==> config.mk <==
export PLATFORM = sky130hd
export DESIGN_NAME = irpc_top
export DESIGN_NICKNAME = d
export VERILOG_FILES = /design/src/shared/irpc_pkg.sv /design/src/core/irpc_flag_bank.sv /design/src/core/irpc_top.sv
export VERILOG_INCLUDE_DIRS = /design/src /design/src/shared
export SDC_FILE = /design/constraint.sdc
export NUM_CORES = 1
export LEC_CHECK = 0
export BUFFER_PORTS_ARGS = -buffer_cell sky130_fd_sc_hd__buf_2
export CORE_MARGIN = 8
export CORE_UTILIZATION = 37
export DETAILED_ROUTE_END_ITERATION = 7
export PLACE_DENSITY_LB_ADDON = 0.1
export SETUP_SLACK_MARGIN = 0.1
export SYNTH_ARGS = -nofsm -noshare
export SYNTH_HDL_FRONTEND = slang
export SYNTH_SLANG_ARGS = --single-unit
export TNS_END_PERCENT = 20
==> constraint.sdc <==
create_clock -name sys_clk -period 5 [get_ports sys_clk]
set_input_delay 0.5 -clock sys_clk [delete_from_list [all_inputs] [get_ports sys_clk]]
set_output_delay 0.5 -clock sys_clk [all_outputs]
set_load 0.01 [all_outputs]
==> src/shared/irpc_cfg.svh <==
/*
 * Constants for the interrupt and reset pin control block: register offsets, field positions,
 * reset values and vector offsets.
 * Assumes byte addresses on an 8-bit register port with 32-bit data.
 */
`ifndef IRPC_CFG_SVH
`define IRPC_CFG_SVH

`define IRPC_ADDR_W 8
`define IRPC_DATA_W 32
`define IRPC_NUM_EXT 4
`define IRPC_HALF_EXT 2

`define IRPC_OFS_ENABLE_LO 8'h00
`define IRPC_OFS_ENABLE_HI 8'h04
`define IRPC_OFS_FLAG_LO 8'h08
`define IRPC_OFS_FLAG_HI 8'h0c
`define IRPC_OFS_STATUS_ONE 8'h10
`define IRPC_OFS_TIMER_SEL 8'h14
`define IRPC_OFS_VECPTR 8'h18
`define IRPC_OFS_HOST_CTRL 8'h1c
`define IRPC_OFS_STATE 8'h20

`define IRPC_BIT_GLOBAL_MASK 0
`define IRPC_BIT_WDT_SEL 0
`define IRPC_BIT_HOST_IRQ 0
`define IRPC_BIT_ST_RUN 0
`define IRPC_BIT_ST_NMI 1
`define IRPC_BIT_ST_OFF 2
`define IRPC_BIT_ST_HPE 3

`define IRPC_RST_GLOBAL_MASK 1'b1
`define IRPC_RST_WDT_SEL 1'b0
`define IRPC_RST_VECPTR 16'hffff
`define IRPC_RST_ENABLE 4'h0
`define IRPC_RST_HOST_IRQ 1'b0

`define IRPC_VEC_RESET 8'h00
`define IRPC_VEC_NMI 8'h08
`define IRPC_VEC_INT_BASE 8'h10

`endif

==> src/shared/irpc_pkg.sv <==
/*
 * Types shared by the interrupt and reset pin control block.
 * Assumes irpc_cfg.svh for all numeric constants.
 */
package irpc_pkg;

    typedef enum logic [1:0] {
        IRPC_ST_HOLD = 2'b00,
        IRPC_ST_BOOT = 2'b01,
        IRPC_ST_RUN = 2'b11,
        IRPC_ST_ACK = 2'b10
    } irpc_state_type;

    typedef logic [3:0] irpc_src_type;

endpackage : irpc_pkg

==> src/core/irpc_flag_bank.sv <==
/*
 * Edge latching flag bank for the active-low external interrupt inputs.
 * Assumes inputs synchronous to sys_clk; a new edge wins over a per-bit clear in the same cycle, clear_all wins over an edge.
 */
`timescale 1ns/1ns
`default_nettype none
`include "irpc_cfg.svh"

module irpc_flag_bank
(
    input wire logic sys_clk,
    input wire logic sys_rst,
    input wire irpc_pkg::irpc_src_type irq_n_in,
    input wire irpc_pkg::irpc_src_type clear,
    input wire logic clear_all,
    output irpc_pkg::irpc_src_type flags
);
    import irpc_pkg::*;

    irpc_src_type prev_ff;
    irpc_src_type nxt_prev;
    irpc_src_type flag_ff;
    irpc_src_type nxt_flag;

    genvar i;
    generate
        for (i = 0; i < `IRPC_NUM_EXT; i = i + 1)
        begin : g_src
            // Falling edge sets; set beats per-bit clear, clear_all beats set
            always_comb
            begin
                nxt_prev[i] = irq_n_in[i];
                nxt_flag[i] = flag_ff[i];
                if (clear_all)
                    nxt_flag[i] = 1'b0;
                else if (prev_ff[i] && !irq_n_in[i])
                    nxt_flag[i] = 1'b1;
                else if (clear[i])
                    nxt_flag[i] = 1'b0;
            end
        end
    endgenerate

    always_ff @(posedge sys_clk)
    begin
        if (sys_rst)
        begin
            prev_ff <= 4'hf;
            flag_ff <= 4'h0;
        end
        else
        begin
            prev_ff <= nxt_prev;
            flag_ff <= nxt_flag;
        end
    end

    assign flags = flag_ff;

endmodule : irpc_flag_bank
`default_nettype wire

==> src/core/irpc_top.sv <==
/*
 * Interrupt, reset and host interrupt pin control: external interrupt flags and enables,
 * global mask, shared non-maskable/watchdog pin, acknowledge, reset vector fetch,
 * host interrupt pin, host port enable and OFF-mode tri-stating.
 * Assumes all pin inputs synchronous to sys_clk; a simple register port with read data
 * one cycle after the read strobe; output enables are active low.
 */
// Our own choices: the register addresses and strobed register access.
`timescale 1ns/1ns
`default_nettype none
`include "irpc_cfg.svh"

module irpc_top
(
    input wire logic sys_clk,
    input wire logic sys_rst,
    input wire logic [`IRPC_ADDR_W-1:0] reg_addr,
    input wire logic [`IRPC_DATA_W-1:0] reg_wdata,
    input wire logic reg_wr,
    input wire logic reg_rd,
    output logic [`IRPC_DATA_W-1:0] reg_rdata,
    input wire irpc_pkg::irpc_src_type ext_irq_n_in,
    input wire logic device_reset_n_in,
    input wire logic nmi_watchdog_shared_pin_in,
    output logic nmi_watchdog_shared_pin_out,
    output logic nmi_watchdog_shared_pin_oe_n,
    input wire logic watchdog_out,
    output logic watchdog_pin_to_timer,
    output logic irq_acknowledge_out,
    output logic irq_acknowledge_oe_n,
    output logic host_irq_out,
    output logic host_irq_oe_n,
    input wire logic host_port_enable_in,
    output logic host_port_active,
    input wire logic test_reset_n_in,
    input wire logic emulation_pin_zero,
    input wire logic emulation_pin_one_off,
    output logic exec_run,
    output logic vector_fetch,
    output logic [23:0] vector_addr,
    output logic cpu_irq_out
);
    import irpc_pkg::*;

    // Register state
    irpc_src_type enable_ff;
    irpc_src_type nxt_enable;
    logic global_irq_mask_bit_ff;
    logic nxt_global_irq_mask_bit;
    logic wdt_sel_ff;
    logic nxt_wdt_sel;
    logic [15:0] vecptr_ff;
    logic [15:0] nxt_vecptr;
    logic host_irq_ff;
    logic nxt_host_irq;
    logic [`IRPC_DATA_W-1:0] rdata_ff;
    logic [`IRPC_DATA_W-1:0] nxt_rdata;

    // Sequencer state
    irpc_state_type state_ff;
    irpc_state_type nxt_state;
    logic nmi_prev_ff;
    logic nxt_nmi_prev;
    logic nmi_pend_ff;
    logic nxt_nmi_pend;
    logic fetch_ff;
    logic nxt_fetch;
    logic [23:0] vaddr_ff;
    logic [23:0] nxt_vaddr;

    // Pin state
    logic wdt_pin_ff;
    logic nxt_wdt_pin;
    logic wdt_oe_n_ff;
    logic nxt_wdt_oe_n;
    logic ack_ff;
    logic nxt_ack;
    logic ack_oe_n_ff;
    logic nxt_ack_oe_n;
    logic host_irq_out_ff;
    logic nxt_host_irq_out;
    logic host_irq_out_oe_n_ff;
    logic nxt_host_irq_out_oe_n;
    logic hpe_ff;
    logic nxt_hpe;

    // Shared combinational terms
    irpc_src_type flags;
    irpc_src_type flag_clear;
    irpc_src_type svc_clear;
    irpc_src_type ready;
    logic in_reset;
    logic off_mode;
    logic nmi_edge;
    logic svc_any;
    logic [1:0] svc_idx;
    logic take_nmi;
    logic take_ext;

    assign in_reset = !device_reset_n_in;
    assign off_mode = !test_reset_n_in && emulation_pin_zero && !emulation_pin_one_off;
    assign nmi_edge = !wdt_sel_ff && nmi_prev_ff && !nmi_watchdog_shared_pin_in;

    // Software clear of flags, written as one per bit
    always_comb
    begin
        flag_clear = 4'h0;
        if (reg_wr && reg_addr == `IRPC_OFS_FLAG_LO)
            flag_clear[1:0] = reg_wdata[1:0];
        if (reg_wr && reg_addr == `IRPC_OFS_FLAG_HI)
            flag_clear[3:2] = reg_wdata[1:0];
        flag_clear = flag_clear | svc_clear;
    end

    irpc_flag_bank u_flags
    (
        .sys_clk(sys_clk),
        .sys_rst(sys_rst),
        .irq_n_in(ext_irq_n_in),
        .clear(flag_clear),
        .clear_all(in_reset),
        .flags(flags)
    );

    // Selection of the interrupt to service
    always_comb
    begin
        ready = flags & enable_ff & {4{!global_irq_mask_bit_ff}};
        svc_any = |ready;
        svc_idx = 2'd0;
        for (int k = `IRPC_NUM_EXT - 1; k >= 0; k--)
        begin
            if (ready[k])
                svc_idx = 2'(k);
        end
        take_nmi = state_ff == IRPC_ST_RUN && !in_reset && nmi_pend_ff;
        take_ext = state_ff == IRPC_ST_RUN && !in_reset && !nmi_pend_ff && svc_any;
        svc_clear = 4'h0;
        if (take_ext)
            svc_clear[svc_idx] = 1'b1;
    end

    // Register next values
    always_comb
    begin
        nxt_enable = enable_ff;
        nxt_global_irq_mask_bit = global_irq_mask_bit_ff;
        nxt_wdt_sel = wdt_sel_ff;
        nxt_vecptr = vecptr_ff;
        nxt_host_irq = host_irq_ff;
        nxt_rdata = '0;
        if (in_reset)
        begin
            nxt_enable = `IRPC_RST_ENABLE;
            nxt_global_irq_mask_bit = `IRPC_RST_GLOBAL_MASK;
            nxt_wdt_sel = `IRPC_RST_WDT_SEL;
            nxt_vecptr = `IRPC_RST_VECPTR;
            nxt_host_irq = `IRPC_RST_HOST_IRQ;
        end
        else if (reg_wr)
        begin
            unique case (reg_addr)
                `IRPC_OFS_ENABLE_LO: nxt_enable[1:0] = reg_wdata[1:0];
                `IRPC_OFS_ENABLE_HI: nxt_enable[3:2] = reg_wdata[1:0];
                `IRPC_OFS_STATUS_ONE:
                    nxt_global_irq_mask_bit = reg_wdata[`IRPC_BIT_GLOBAL_MASK];
                `IRPC_OFS_TIMER_SEL: nxt_wdt_sel = reg_wdata[`IRPC_BIT_WDT_SEL];
                `IRPC_OFS_VECPTR: nxt_vecptr = reg_wdata[15:0];
                `IRPC_OFS_HOST_CTRL: nxt_host_irq = reg_wdata[`IRPC_BIT_HOST_IRQ];
                default: nxt_global_irq_mask_bit = global_irq_mask_bit_ff;
            endcase
        end
        // Servicing an interrupt masks further maskable ones
        if (take_nmi || take_ext)
            nxt_global_irq_mask_bit = 1'b1;
        if (reg_rd)
        begin
            unique case (reg_addr)
                `IRPC_OFS_ENABLE_LO: nxt_rdata[1:0] = enable_ff[1:0];
                `IRPC_OFS_ENABLE_HI: nxt_rdata[1:0] = enable_ff[3:2];
                `IRPC_OFS_FLAG_LO: nxt_rdata[1:0] = flags[1:0];
                `IRPC_OFS_FLAG_HI: nxt_rdata[1:0] = flags[3:2];
                `IRPC_OFS_STATUS_ONE: nxt_rdata[`IRPC_BIT_GLOBAL_MASK] = global_irq_mask_bit_ff;
                `IRPC_OFS_TIMER_SEL: nxt_rdata[`IRPC_BIT_WDT_SEL] = wdt_sel_ff;
                `IRPC_OFS_VECPTR: nxt_rdata[15:0] = vecptr_ff;
                `IRPC_OFS_HOST_CTRL: nxt_rdata[`IRPC_BIT_HOST_IRQ] = host_irq_ff;
                `IRPC_OFS_STATE:
                begin
                    nxt_rdata[`IRPC_BIT_ST_RUN] = state_ff != IRPC_ST_HOLD;
                    nxt_rdata[`IRPC_BIT_ST_NMI] = nmi_pend_ff;
                    nxt_rdata[`IRPC_BIT_ST_OFF] = off_mode;
                    nxt_rdata[`IRPC_BIT_ST_HPE] = host_port_enable_in;
                end
                default: nxt_rdata = '0;
            endcase
        end
    end

    always_ff @(posedge sys_clk)
    begin
        if (sys_rst)
        begin
            enable_ff <= `IRPC_RST_ENABLE;
            global_irq_mask_bit_ff <= `IRPC_RST_GLOBAL_MASK;
            wdt_sel_ff <= `IRPC_RST_WDT_SEL;
            vecptr_ff <= `IRPC_RST_VECPTR;
            host_irq_ff <= `IRPC_RST_HOST_IRQ;
            rdata_ff <= '0;
        end
        else
        begin
            enable_ff <= nxt_enable;
            global_irq_mask_bit_ff <= nxt_global_irq_mask_bit;
            wdt_sel_ff <= nxt_wdt_sel;
            vecptr_ff <= nxt_vecptr;
            host_irq_ff <= nxt_host_irq;
            rdata_ff <= nxt_rdata;
        end
    end

    // Reset and vector fetch sequencer
    always_comb
    begin
        nxt_state = state_ff;
        nxt_nmi_prev = nmi_watchdog_shared_pin_in;
        nxt_nmi_pend = nmi_pend_ff;
        nxt_fetch = 1'b0;
        nxt_vaddr = vaddr_ff;
        if (take_nmi)
            nxt_nmi_pend = 1'b0;
        if (nmi_edge)
            nxt_nmi_pend = 1'b1;
        if (in_reset)
        begin
            nxt_state = IRPC_ST_HOLD;
            nxt_nmi_pend = 1'b0;
        end
        else
        begin
            unique case (state_ff)
                IRPC_ST_HOLD:
                begin
                    nxt_state = IRPC_ST_BOOT;
                    nxt_fetch = 1'b1;
                    nxt_vaddr = {vecptr_ff, `IRPC_VEC_RESET};
                end
                IRPC_ST_BOOT: nxt_state = IRPC_ST_RUN;
                IRPC_ST_RUN:
                begin
                    if (take_nmi || take_ext)
                    begin
                        nxt_state = IRPC_ST_ACK;
                        nxt_fetch = 1'b1;
                        if (take_nmi)
                            nxt_vaddr = {vecptr_ff, `IRPC_VEC_NMI};
                        else
                            nxt_vaddr = {vecptr_ff, 8'(`IRPC_VEC_INT_BASE + {svc_idx, 3'b000})};
                    end
                end
                IRPC_ST_ACK: nxt_state = IRPC_ST_RUN;
            endcase
        end
    end

    always_ff @(posedge sys_clk)
    begin
        if (sys_rst)
        begin
            state_ff <= IRPC_ST_HOLD;
            nmi_prev_ff <= 1'b1;
            nmi_pend_ff <= 1'b0;
            fetch_ff <= 1'b0;
            vaddr_ff <= 24'h000000;
        end
        else
        begin
            state_ff <= nxt_state;
            nmi_prev_ff <= nxt_nmi_prev;
            nmi_pend_ff <= nxt_nmi_pend;
            fetch_ff <= nxt_fetch;
            vaddr_ff <= nxt_vaddr;
        end
    end

    // Pin drivers
    always_comb
    begin
        nxt_wdt_pin = watchdog_out;
        nxt_wdt_oe_n = !(wdt_sel_ff && !in_reset && !off_mode);
        nxt_ack = !(nxt_state == IRPC_ST_ACK);
        if (in_reset)
            nxt_ack = 1'b1;
        nxt_ack_oe_n = off_mode;
        nxt_hpe = host_port_enable_in && !in_reset && !off_mode;
        nxt_host_irq_out = !host_irq_ff;
        nxt_host_irq_out_oe_n = !nxt_hpe;
    end

    always_ff @(posedge sys_clk)
    begin
        if (sys_rst)
        begin
            wdt_pin_ff <= 1'b1;
            wdt_oe_n_ff <= 1'b1;
            ack_ff <= 1'b1;
            ack_oe_n_ff <= 1'b0;
            host_irq_out_ff <= 1'b1;
            host_irq_out_oe_n_ff <= 1'b1;
            hpe_ff <= 1'b0;
        end
        else
        begin
            wdt_pin_ff <= nxt_wdt_pin;
            wdt_oe_n_ff <= nxt_wdt_oe_n;
            ack_ff <= nxt_ack;
            ack_oe_n_ff <= nxt_ack_oe_n;
            host_irq_out_ff <= nxt_host_irq_out;
            host_irq_out_oe_n_ff <= nxt_host_irq_out_oe_n;
            hpe_ff <= nxt_hpe;
        end
    end

    assign reg_rdata = rdata_ff;
    assign nmi_watchdog_shared_pin_out = wdt_pin_ff;
    assign nmi_watchdog_shared_pin_oe_n = wdt_oe_n_ff;
    assign watchdog_pin_to_timer = nmi_watchdog_shared_pin_in && wdt_sel_ff;
    assign irq_acknowledge_out = ack_ff;
    assign irq_acknowledge_oe_n = ack_oe_n_ff;
    assign host_irq_out = host_irq_out_ff;
    assign host_irq_oe_n = host_irq_out_oe_n_ff;
    assign host_port_active = hpe_ff;
    assign exec_run = state_ff != IRPC_ST_HOLD;
    assign vector_fetch = fetch_ff;
    assign vector_addr = vaddr_ff;
    assign cpu_irq_out = svc_any || nmi_pend_ff;

endmodule : irpc_top
`default_nettype wire

After elaboration in Yosys (flattened, before gate mapping)
Index checks and enable logic that the tools add are counted.
Cells by class
  $add $sub $neg: 1
  magnitude comparators: 2
  equality and inequality tests: 13
  mux-type cells: 30
  bitwise gates (word level): 6
  reductions and logical operators: 59
Operator list (count)
  $pmux 24 s2: 1
  $eq 8x5->1 const B: 4
  $mux 24: 1
  $logic_and 1x1->1: 20
  $eq 8x4->1 const B: 2
  $mux 2: 8
  $logic_not 1->1: 15
  $reduce_bool 2->1: 7
  $mux 1: 12
  $reduce_and 2->1: 6
  $pmux 1 s9: 1
  $and 4x4->4: 2
  $eq 8x3->1 const B: 1
  $eq 8x6->1 const B: 1
  $logic_not 8->1: 1
  $add 5x5->6 const A: 1
  $eq 2x2->1 const B: 3
  $mux 6: 1
  $pmux 1 s6: 1
  $pmux 2 s3: 1
  $reduce_or 2->1: 3
  $reduce_or 3->1: 2
  $mux 4: 1
  $or 4x4->4: 1
  12 further kinds: 15
Storage, ports and cells
  bits in registers: 99
  input port bits: 55
  output and inout port bits: 67
  word-level logic and storage cells: 137

Depth between registers and ports, before layout
Gate-level depths: netlist (run 1).
  word-level depth: 14
  mapped depth: 7
  gate-level depth less buffers: 6

Modules after synthesis
A second synthesis (run 1) with hierarchy kept.
Unflattened totals
  cell total of the unflattened synthesis: 348
  area total of the unflattened synthesis: 3183.1 µm²
By module, submodules not included
  irpc_top: instances 1, cells an instance 323, area each 2904.0 µm², seq. area each 1401.3 µm²
  irpc_flag_bank: instances 1, cells an instance 25, area each 279.0 µm², seq. area each 160.2 µm²

Least setup slack after synthesis (run 1)
No wires, ideal clock.
  path type: input port to flip-flop
  start point: input port reg_addr[2]
  end point: register vecptr_ff[10]
  setup time: 0.137 ns
  data arrival time: 1.597 ns
  data required time: 4.863 ns
  slack: 3.266 ns
  stages: 7
  path buffers: 2
  cells stage by stage: buf_6 -> nor4b_4 -> and2_1 -> nand2_2 -> buf_2 -> nand2_1 -> nand3_1
On the way
  cells in the longest elaborated chain, start to end: 2
Ends and longest elaborated chain
  start, declared: RTL line irpc_top.sv:17  | input wire logic [`IRPC_ADDR_W-1:0] reg_addr,
  $eq 8x5->1: RTL line irpc_top.sv:162  | unique case (reg_addr)
  $reduce_and 2->1 (no source line)
  end signal, assigned: RTL line irpc_top.sv:206  | vecptr_ff <= `IRPC_RST_VECPTR;
  end signal, assigned: RTL line irpc_top.sv:215  | vecptr_ff <= nxt_vecptr;
  end, declared: RTL line irpc_top.sv:52  | logic [15:0] vecptr_ff;
Every way passes these cells.
A chain may end at the register's enable or synchronous reset.

Worst setup path in the final report (run 1)
  start point: register enable_ff[1]
  end point: output port cpu_irq_out
On the way
  cells in the longest elaborated chain, start to end: 4
Ends and longest elaborated chain
  start, declared: RTL line irpc_top.sv:46  | irpc_src_type enable_ff;
  start signal, assigned: RTL line irpc_top.sv:203  | enable_ff <= `IRPC_RST_ENABLE;
  start signal, assigned: RTL line irpc_top.sv:212  | enable_ff <= nxt_enable;
  $and 4x4->4 (2 in a row): RTL line irpc_top.sv:128  | ready = flags & enable_ff & {4{!global_irq_mask_bit_ff}};
  $reduce_or 4->1: RTL line irpc_top.sv:129  | svc_any = |ready;
  $logic_or 1x1->1: RTL line irpc_top.sv:335  | assign cpu_irq_out = svc_any || nmi_pend_ff;
  end, declared: RTL line irpc_top.sv:41  | output logic cpu_irq_out
Every way passes these cells.

==> results of run 1 <==
==> power by group through the flow <==
stage	clock (mW)	sequential, mW	combinational, mW
2_1_floorplan	0	0.668	0.0732
3_3_place_gp	0	0.662	0.113
3_5_place_dp	0	0.663	0.114
4_1_cts	0.499	0.648	0.114
5_1_grt	0.535	0.650	0.127
6_report	0.485	0.648	0.112
==> cells by family (layout without fill, tap and decap cells) <==
family / after synthesis / count (layout)
DFF: 78 / 78
adders and majority gates: 3 / 3
and+or+nand+nor: 179 / 179
muxes: 8 / 8
buffers and inverters: 46 / 108
other: 1 / 21
AOI/OAI and AO/OA: 47 / 47
==> metal layers <==
| layer | global-route usage [%] | wire [um] | vias to the layer above |
|---|---|---|---|
| li1 | - | - | 1328 |
| met1 | 17.2 | 3440 | 1181 |
| met2 | 22.8 | 3980 | 71 |
| met3 | 4.91 | 515 | 2 |
| met4 | 3.81 | 34 | 0 |
| met5 | 0 | 0 | - |
==> cells in the final DEF, fill, tap and decap left out, drive strengths merged, types with 4 or more instances in the layout <==
cell    netlist  final
nand3        28     28
nor3          4      4
nor2         20     20
nand2b        6      6
conb          1     21
a21oi        26     26
mux2i         5      5
a22oi         4      4
buf          34     85
inv           7      9
or2           7      7
and2         15     15
dfxtp        78     78
clkbuf        5      9
nand2        85     85
==> per-stage QoR <==
step / power, mW / setup WS [ps] / utilization, % / instance area (um^2) / instances
3_5_place_dp: 0.776 / 2840 / 41.8 / 3580 / 536
2_1_floorplan: 0.741 / 3270 / - / 3280 / 382
3_3_place_gp: 0.775 / 2850 / 41.8 / 3580 / 536
6_report: 1.24 / 3000 / 44.2 / 3780 / 552
5_1_grt: 1.31 / 2780 / 44.2 / 3780 / 552
4_1_cts: 1.26 / 2990 / 44.2 / 3780 / 552
==> sequential cells by signal, summed over array words and instances (netlist names), 2 cells and up <==
register and cells:
vector_addr 19, reg_rdata 16, vecptr_ff 16, enable_ff 4, u_flags.flags 4, u_flags.prev_ff 4
state_ff 2
==> synth_stat cells, drive strengths merged (5+ instances only) <==
cell type  count
dfxtp         78
nor2          20
nand3         28
inv            7
nand2b         6
mux2i          5
and2          15
nand2         85
clkbuf         5
or2            7
buf           34
a21oi         26
==> path summary, 6_finish.rpt <==
path / start / slack (ps) / end
min reg2reg: host_irq_ff / 410 / host_irq_out
max: enable_ff[1] / 3000 / cpu_irq_out
max reg2reg: state_ff[0] / 3070 / u_flags.flags[3]
min: watchdog_out / 340 / nmi_watchdog_shared_pin_out
==> cell type report <==
| type | instances | area (um^2) |
|---|---|---|
| Sequential cell | 78 | 1560 |
| Clock buffer | 9 | 124 |
| Multi-Input combinational cell | 258 | 1430 |
| Tap cell | 108 | 135 |
| Inverter | 7 | 26.3 |
| Timing Repair Buffer | 85 | 428 |
| Fill cell | 914 | 4770 |
| Clock inverter | 7 | 81.3 |
==> key figures, run 1 <==
Outcome
  • Status: completed

Logic synthesis
  • Yosys cell types: 46
  • Post-Synth Simple-Gate Area: 27.6%
  • Synthesized area: 3200 um^2
  • FF+latch count, synth: 78
  • Largest family of logic cells by synthesized area: simple AND/OR/NAND/NOR gates
  • Largest cells by area after synthesis: dfxtp_1 49%, nand2_1 9.8%, buf_4 5.9%
  • Dominant cell type by area after synthesis: dfxtp_1
  • Xor/xnor share of the synthesized area: 0%
  • Post-synthesis sequential area ratio: 48.8%
  • Post-synthesis adder-cell area fraction: 1.17%
  • Synth warnings: 0
  • Post-synthesis compound-gate area fraction: 9.96%
  • Synthesized area per cell: 8.84 um^2
  • Gate Count Post-Synth: 362
  • Post-synthesis mux area share: 3.32%
  • Top FF cell, synth: dfxtp_1
  • Share of the synthesized area in the top cell type: 48.8%
  • Number of synthesized flops with an enable pin: 0
  • Post-synth ARST share: 0%

CTS
  • Clock sink total: 78
  • CTS tree: yes
  • CTS buffer count: 9
  • H-tree levels: 3
  • # hold bufs at CTS: 0
  • Cts repair resizes: 0
  • Root buf cell: clkbuf_8
  • Clock latency on the worst-skew pair: 350 ps
  • Reg clk slew, reported paths: 80 ps
  • CTS max path bufs: 2
  • Setup repair bufs after CTS: 0

Power and ir drop
  • Internal power: 918 uW
  • Comb power frac: 9.0%
  • Peak VDD IR: 131 uV
  • Switching Power: 327 uW
  • Sequential power share: 52.0%
  • Sw frac: 26.3%
  • PwrDens: 329 nW/um^2
  • Lkg Pwr: 1.74 nW
  • Clk pwr share: 39.0%

Critical path
  • Setup Crit Path Kind: reg -> out
  • Maximum fanout along the worst path: 4
  • Max stage delay on crit path: 340 ps
  • Arrival time worst endpoint: 1500 ps
  • Startpoint Class: flop
  • Buffers & Inverters on Critical Path: 1
  • Critical Path End Type: output pin
  • Slowest cell on crit path: dfxtp_1
  • CP cell instances: nand2_1 > a41oi_2 > or2_2 > buf_2
  • Required time of the critical path: 4500 ps
  • CP top delay family: simple AND/OR/NAND/NOR gates
  • Worst R2R Path Depth: 5
  • CP Depth: 4

Timing
  • Final hold vios: 0
  • Period utilisation layout: 40.0%
  • Clock Skew: 14.5 ps
  • RSZ-0062 raised after global routing: false
  • Worst slew margin: 33.0%
  • Hold Slack: 336 ps
  • Final setup vio count: 0
  • Achievable Freq: 500 MHz
  • Fin crit period: 2000 ps
  • Slew @ Worst Pin: 1000 ps
  • Final Max Tran Viols: 0
  • Setup_tns: 0 ps

Global route
  • Number of global-route vias before repair: 2,592
  • Initial antenna violation count: 0
  • GRT Total Usage: 14.0%
  • Gr ovfl total: 0
  • First-pass GRT wire length: 12.9 mm
  • Pin count of the biggest net entering global routing: 31

Die
  • Die Height: 109 um
  • Die X-Extent: 109 um
  • Ports: 122
  • Starting density of the core: 37.4%
  • # rows: 34
  • Core box area: 8550 um^2
  • DIE AREA: 11,900 um^2

Finish
  • Area growth syn-to-layout: 18.1%
  • Layout cell share with drive strength beyond 1: 26.6%
  • Antenna Cells: 0
  • Nets: 497

Route
  • Routed WL: 7.97 mm
  • Wire length per cell: 14.4 um
  • DRT Pass-1 Iters: 4
  • Number of DRC markers in iteration 0: 105
  • Via density: 4.68
  • DRC: 0
  • Via count: 2,582
  • Post-route ant nets: 0

Placement
  • PortBufs: 84
  • DP Wirelength: 5.86 mm
  • GP Congestion: 0.814

Job
  • MaxCap Viol Count: 0

Hold path
  • Hold Path Depth: 2
  • Hold Path Class: in -> reg
(Power assumes the default switching activity.)
==> run 2: changes to the inputs <==
clock period = 1.65 ns   (was 5 ns; I/O delays follow)
==> key figures, run 2 (synthesis gave the netlist of run 1 again) <==
Outcome
  • Status: completed

Power and ir drop
  • Peak VDD IR: 368 uV
  • Sw frac: 27.5%
  • Internal power: 2.67 mW
  • Clk pwr share: 35.9%
  • Switching Power: 1.01 mW
  • Comb power frac: 10.7%
  • Total power: 3.68 mW
  • Sequential power share: 53.4%
  • PwrDens: 899 nW/um^2
  • Lkg Pwr: 1.89 nW

Critical path
  • Reg2Reg Setup Slack: 130 ps
  • Startpoint Class: flop
  • Arrival time worst endpoint: 1400 ps
  • Setup Crit Path Kind: reg -> out
  • Worst R2R Path Depth: 7
  • CP Launch Point: u_flags.flags[1]
  • Required time of the critical path: 1480 ps
  • Reg2reg end: vector_addr[4]
  • Maximum fanout along the worst path: 4
  • R2R Path Start: u_flags.flags[1]
  • Critical Path End Type: output pin

Finish
  • Most frequent cells in the layout: 84 x buf_2, 80 x nand2_1, 73 x dfxtp_1
  • Fin cells: 580
  • Nets: 525
  • Largest register FFs: 19
  • Antenna Cells: 0
  • Area growth syn-to-layout: 27.8%
  • Fin util: 47.8%
  • Layout cell share with drive strength beyond 1: 33.1%
  • Most common cell after layout, fill and taps aside: buf_2

Timing
  • Final Max Tran Viols: 0
  • Final hold vios: 0
  • RSZ-0062 raised after global routing: true
  • Clock Skew: 12.2 ps
  • Achievable Freq: 640 MHz
  • Period utilisation layout: 94.7%
  • Final setup vio count: 0
  • Worst setup margin: 87.4 ps
  • Fin crit period: 1560 ps
  • Setup_tns: 0 ps

Global route
  • GRT Total Usage: 14.6%
  • First-pass GRT wire length: 13.4 mm
  • Number of global-route vias before repair: 2,689
  • Pin count of the biggest net entering global routing: 19
  • Initial antenna violation count: 0
  • Gr ovfl total: 0

Die
  • Ports: 122
  • DIE AREA: 11,900 um^2
  • Die X-Extent: 109 um
  • Starting density of the core: 37.4%
  • Core box area: 8550 um^2
  • Die Height: 109 um
  • # rows: 34

CTS
  • CTS tree: yes
  • CTS buffer count: 9
  • Clock sink total: 78
  • H-tree levels: 3
  • CTS max path bufs: 2
  • Reg clk slew, reported paths: 70 ps
  • Root buf cell: clkbuf_8
  • Clock latency on the worst-skew pair: 360 ps

Route
  • DRC: 0
  • Wire length per cell: 14.6 um
  • Post-route ant nets: 0
  • Via density: 4.59
  • Number of DRC markers in iteration 0: 169
  • Via count: 2,661
  • Routed WL: 8.47 mm
  • DRT Pass-1 Iters: 4

Placement
  • Place WS: 49.4 ps
  • DP Wirelength: 6.33 mm
  • Dpl cells: 556
  • GP Congestion: 0.858
  • PortBufs: 84

Hold path
  • Hold Path Class: in -> reg
  • Worst Hold Endpoint: u_flags.prev_ff[1]
  • HP Start: ext_irq_n_in[1]
  • Hold Path Depth: 2

Job
  • MaxCap Viol Count: 0
[run 2: critical path, cell delays in order, from the launching register on]
cell	delay (ps)
dfxtp_1	370
nand2_2	120
a41oi_4	260
or2_4	160
buf_2	140
[run 2: final cells by class]
cell class	count	area, um^2
fillers	893	4460
flip-flops and latches	78	1570
multi-input cells	258	1510
repair buffers	113	676
well taps	108	135
clock buffers	9	124
clock inverters	7	57.6
inverters	7	26.3
[run 2: worst max-delay path by stage]
stage                                   to  slack, ps  cells after the start
after CTS                  vector_addr[20]         50                      6
final                          cpu_irq_out         90                      4
after global placement     vector_addr[20]         70                      5
after detailed placement   vector_addr[20]         50                      5
after floorplan           u_flags.flags[3]        120                      6
after global routing        vector_addr[4]         20                      7
[run 2: stage by stage]
step / hold slack [ps] / instance area [um^2]
floorplan: 269 / 3280
global placement: 350 / 3740
detailed placement: 354 / 3740
CTS: 4.86 / 3990
global route: 9.53 / 4090
finish: 16.1 / 4090
[run 2: timing repair]
action                     in CTS  in global routing
cloned                          0                  1
hold buffers                    4                  0
setup endpoints to repair      18                 26
resized for setup               8                 16
hold endpoints to repair        4                  0
pin swaps                       1                  5
setup buffers                   1                  2
[run 2: power groups by stage]
stage / sequential [mW] / clock [mW] / combinational, mW
4_1_cts: 1.96 / 1.37 / 0.377
5_1_grt: 1.97 / 1.45 / 0.438
6_report: 1.96 / 1.32 / 0.393
3_3_place_gp: 2.01 / 0 / 0.363
2_1_floorplan: 2.02 / 0 / 0.222
3_5_place_dp: 2.01 / 0 / 0.366
[run 2: per-layer routing]
layer / wire length, um / global-route usage [%] / vias up
li1: - / - / 1387
met1: 3730 / 17.1 / 1200
met2: 4060 / 24.5 / 64
met3: 578 / 4.61 / 10
met4: 102 / 5.08 / 0
met5: 0 / 0 / -
==> run 3: changes to the inputs <==
CELL_PAD_IN_SITES_DETAIL_PLACEMENT = 2   (was unset)
CELL_PAD_IN_SITES_GLOBAL_PLACEMENT = 2   (was unset)
CORE_UTILIZATION = 25   (was 37)
==> key figures, run 3 (synthesis gave the netlist of run 1 again) <==
Outcome
  • Status: completed

Global route
  • Initial antenna violation count: 0
  • GRT busiest layer: met2
  • GRT Total Usage: 13.5%
  • First-pass GRT wire length: 17.0 mm
  • Gr ovfl total: 0
  • Number of global-route vias before repair: 3,143
  • GR met3 Demand/Resource: 3.90%
  • Met1 GRT Util: 14.9%
  • Pin count of the biggest net entering global routing: 17
  • Met2 Use GR: 24.1%

Timing
  • Final Max Tran Viols: 0
  • Setup_tns: 0 ps
  • Final setup vio count: 0
  • Fin crit period: 1530 ps
  • Worst setup margin: 123 ps
  • Final hold vios: 0
  • Clock Skew: 6.95 ps
  • Period utilisation layout: 92.5%
  • Achievable Freq: 655 MHz
  • RSZ-0062 raised after global routing: true

Route
  • Post-route ant nets: 0
  • Number of DRC markers in iteration 0: 104
  • Via density: 4.41
  • Routed WL: 10.9 mm
  • DRT Pass-1 Iters: 4
  • Wire length per cell: 16.9 um
  • Via count: 2,843
  • DRC: 0

Hold path
  • Hold Path Class: in -> reg
  • HP Start: watchdog_out

Power and ir drop
  • Clk pwr share: 43.1%
  • PwrDens: 967 nW/um^2
  • Comb power frac: 10.4%
  • Peak VDD IR: 362 uV
  • Total power: 4.23 mW
  • Internal power: 3.13 mW
  • Lkg Pwr: 2.01 nW
  • Sw frac: 26.0%
  • Sequential power share: 46.5%
  • Switching Power: 1.10 mW

Placement
  • Dpl cell area: 3860 um^2
  • GP Congestion: 0.770
  • Place WS: 17.9 ps
  • PortBufs: 84
  • DP Wirelength: 8.14 mm
  • Dpl cells: 622

Die
  • Core box area: 12,600 um^2
  • Ports: 122
  • DIE AREA: 16,700 um^2
  • Die Height: 129 um
  • Starting density of the core: 25.5%
  • Die X-Extent: 129 um
  • # rows: 41

Finish
  • Most common cell after layout, fill and taps aside: buf_2
  • Antenna Cells: 0
  • Fin cells: 645
  • Area growth syn-to-layout: 36.7%
  • Register area: 1580 um^2
  • Most frequent cells in the layout: 84 x buf_2, 79 x nand2_1, 69 x dfxtp_1
  • Fillers: 1,427
  • Final Instance Area: 4380 um^2
  • Nets: 527
  • Layout cell share with drive strength beyond 1: 36.2%
  • Largest register FFs: 19
  • Multi-input combinational cell area: 1550 um^2

Critical path
  • CP Launch Point: enable_ff[2]
  • Reg2Reg Setup Slack: 120 ps
  • Maximum fanout along the worst path: 3
  • R2R Path Start: enable_ff[2]
  • Max stage delay on crit path: 370 ps
  • Buffers & Inverters on Critical Path: 3
  • CP top delay family: compound AO/OA/AOI/OAI gates
  • Startpoint Class: flop
  • Setup Crit Path Kind: reg -> reg
  • Arrival time worst endpoint: 1750 ps
  • Slowest cell on crit path: dfxtp_4
  • Required time of the critical path: 1880 ps
  • Most used cell along the critical path: buf_6
  • Critical Path End Type: flop
  • CP cell instances: nand2_4 > a41oi_4 > buf_6 > o221ai_4 > buf_6 > buf_6 > a22oi_2 > nor2_1

CTS
  • CTS tree: yes
  • Root buf cell: clkbuf_16
  • # hold bufs at CTS: 0
  • Reg clk slew, reported paths: 60 ps
  • Clock latency on the worst-skew pair: 340 ps
  • H-tree levels: 3
  • CTS buffer count: 9
  • CTS max path bufs: 2
  • Clock sink total: 78

Job
  • MaxCap Viol Count: 0
-- run 3: cell types whose count changed in the layout (fill, tap and decap cells not counted), moves of 2 or more --
cell / change
a21oi_2: +2
buf_4: +3
nand2_4: +4
buf_12: +3
a21oi_1: -2
dfxtp_4: +4
dlygate4sd3_1: -4
clkbuf_16: +9
nand2_2: -3
clkbuf_8: -9
dfxtp_1: -4
clkinv_2: +2
-- run 3: power by group through the flow --
stage	sequential [mW]	clock (mW)	combinational [mW]
after floorplan	2.02	0	0.222
after global placement	2.01	0	0.393
after detailed placement	2.01	0	0.399
after CTS	1.97	1.90	0.433
after global routing	1.97	1.97	0.487
final	1.97	1.82	0.440
-- run 3: layout make-up --
cell class / count / share of cell area [%]
tap: 172 / 4.92
clock buffer: 9 / 5.15
clock inverter: 6 / 0.915
inverter: 7 / 0.600
sequential: 78 / 36.2
multi-input combinational: 258 / 35.5
timing repair buffer: 115 / 16.8
-- run 3: stage by stage --
stage	hold WS (ps)	util [%]
after global placement	350	30.7
after global routing	15.3	34.8
after CTS	4.04	33.7
final	12.1	34.8
after floorplan	269	-
after detailed placement	365	30.7
-- run 3: what timing repair did --
item / in CTS / in global routing
endpoints found under the hold margin: 0 / 0
gates resized for setup: 12 / 30
setup buffers: 4 / 3
cloned: 1 / 0
setup endpoints to repair: 22 / 29
pin swaps: 3 / 8
-- run 3: worst reg2reg max path, delay by kind of cell (launching register included) --
| kind | cells | cell delay [ps] |
|---|---|---|
| buffers and inverters | 3 | 410 |
| AOI/OAI and AO/OA | 3 | 500 |
| and+or+nand+nor | 2 | 130 |
| DFF | 1 | 370 |
-- run 3: final timing paths --
kind / end / cells after the start
worst max-delay path: vector_addr[4] / 8
worst min-delay path: nmi_watchdog_shared_pin_out / 2
worst max register to register: vector_addr[4] / 8
worst min register to register: host_irq_out / 1
-- run 3: per-layer routing --
metal / routed length [um] / vias up
met5: 0 / -
met4: 126 / 0
met3: 569 / 11
met2: 5620 / 54
met1: 4600 / 1394
li1: - / 1384
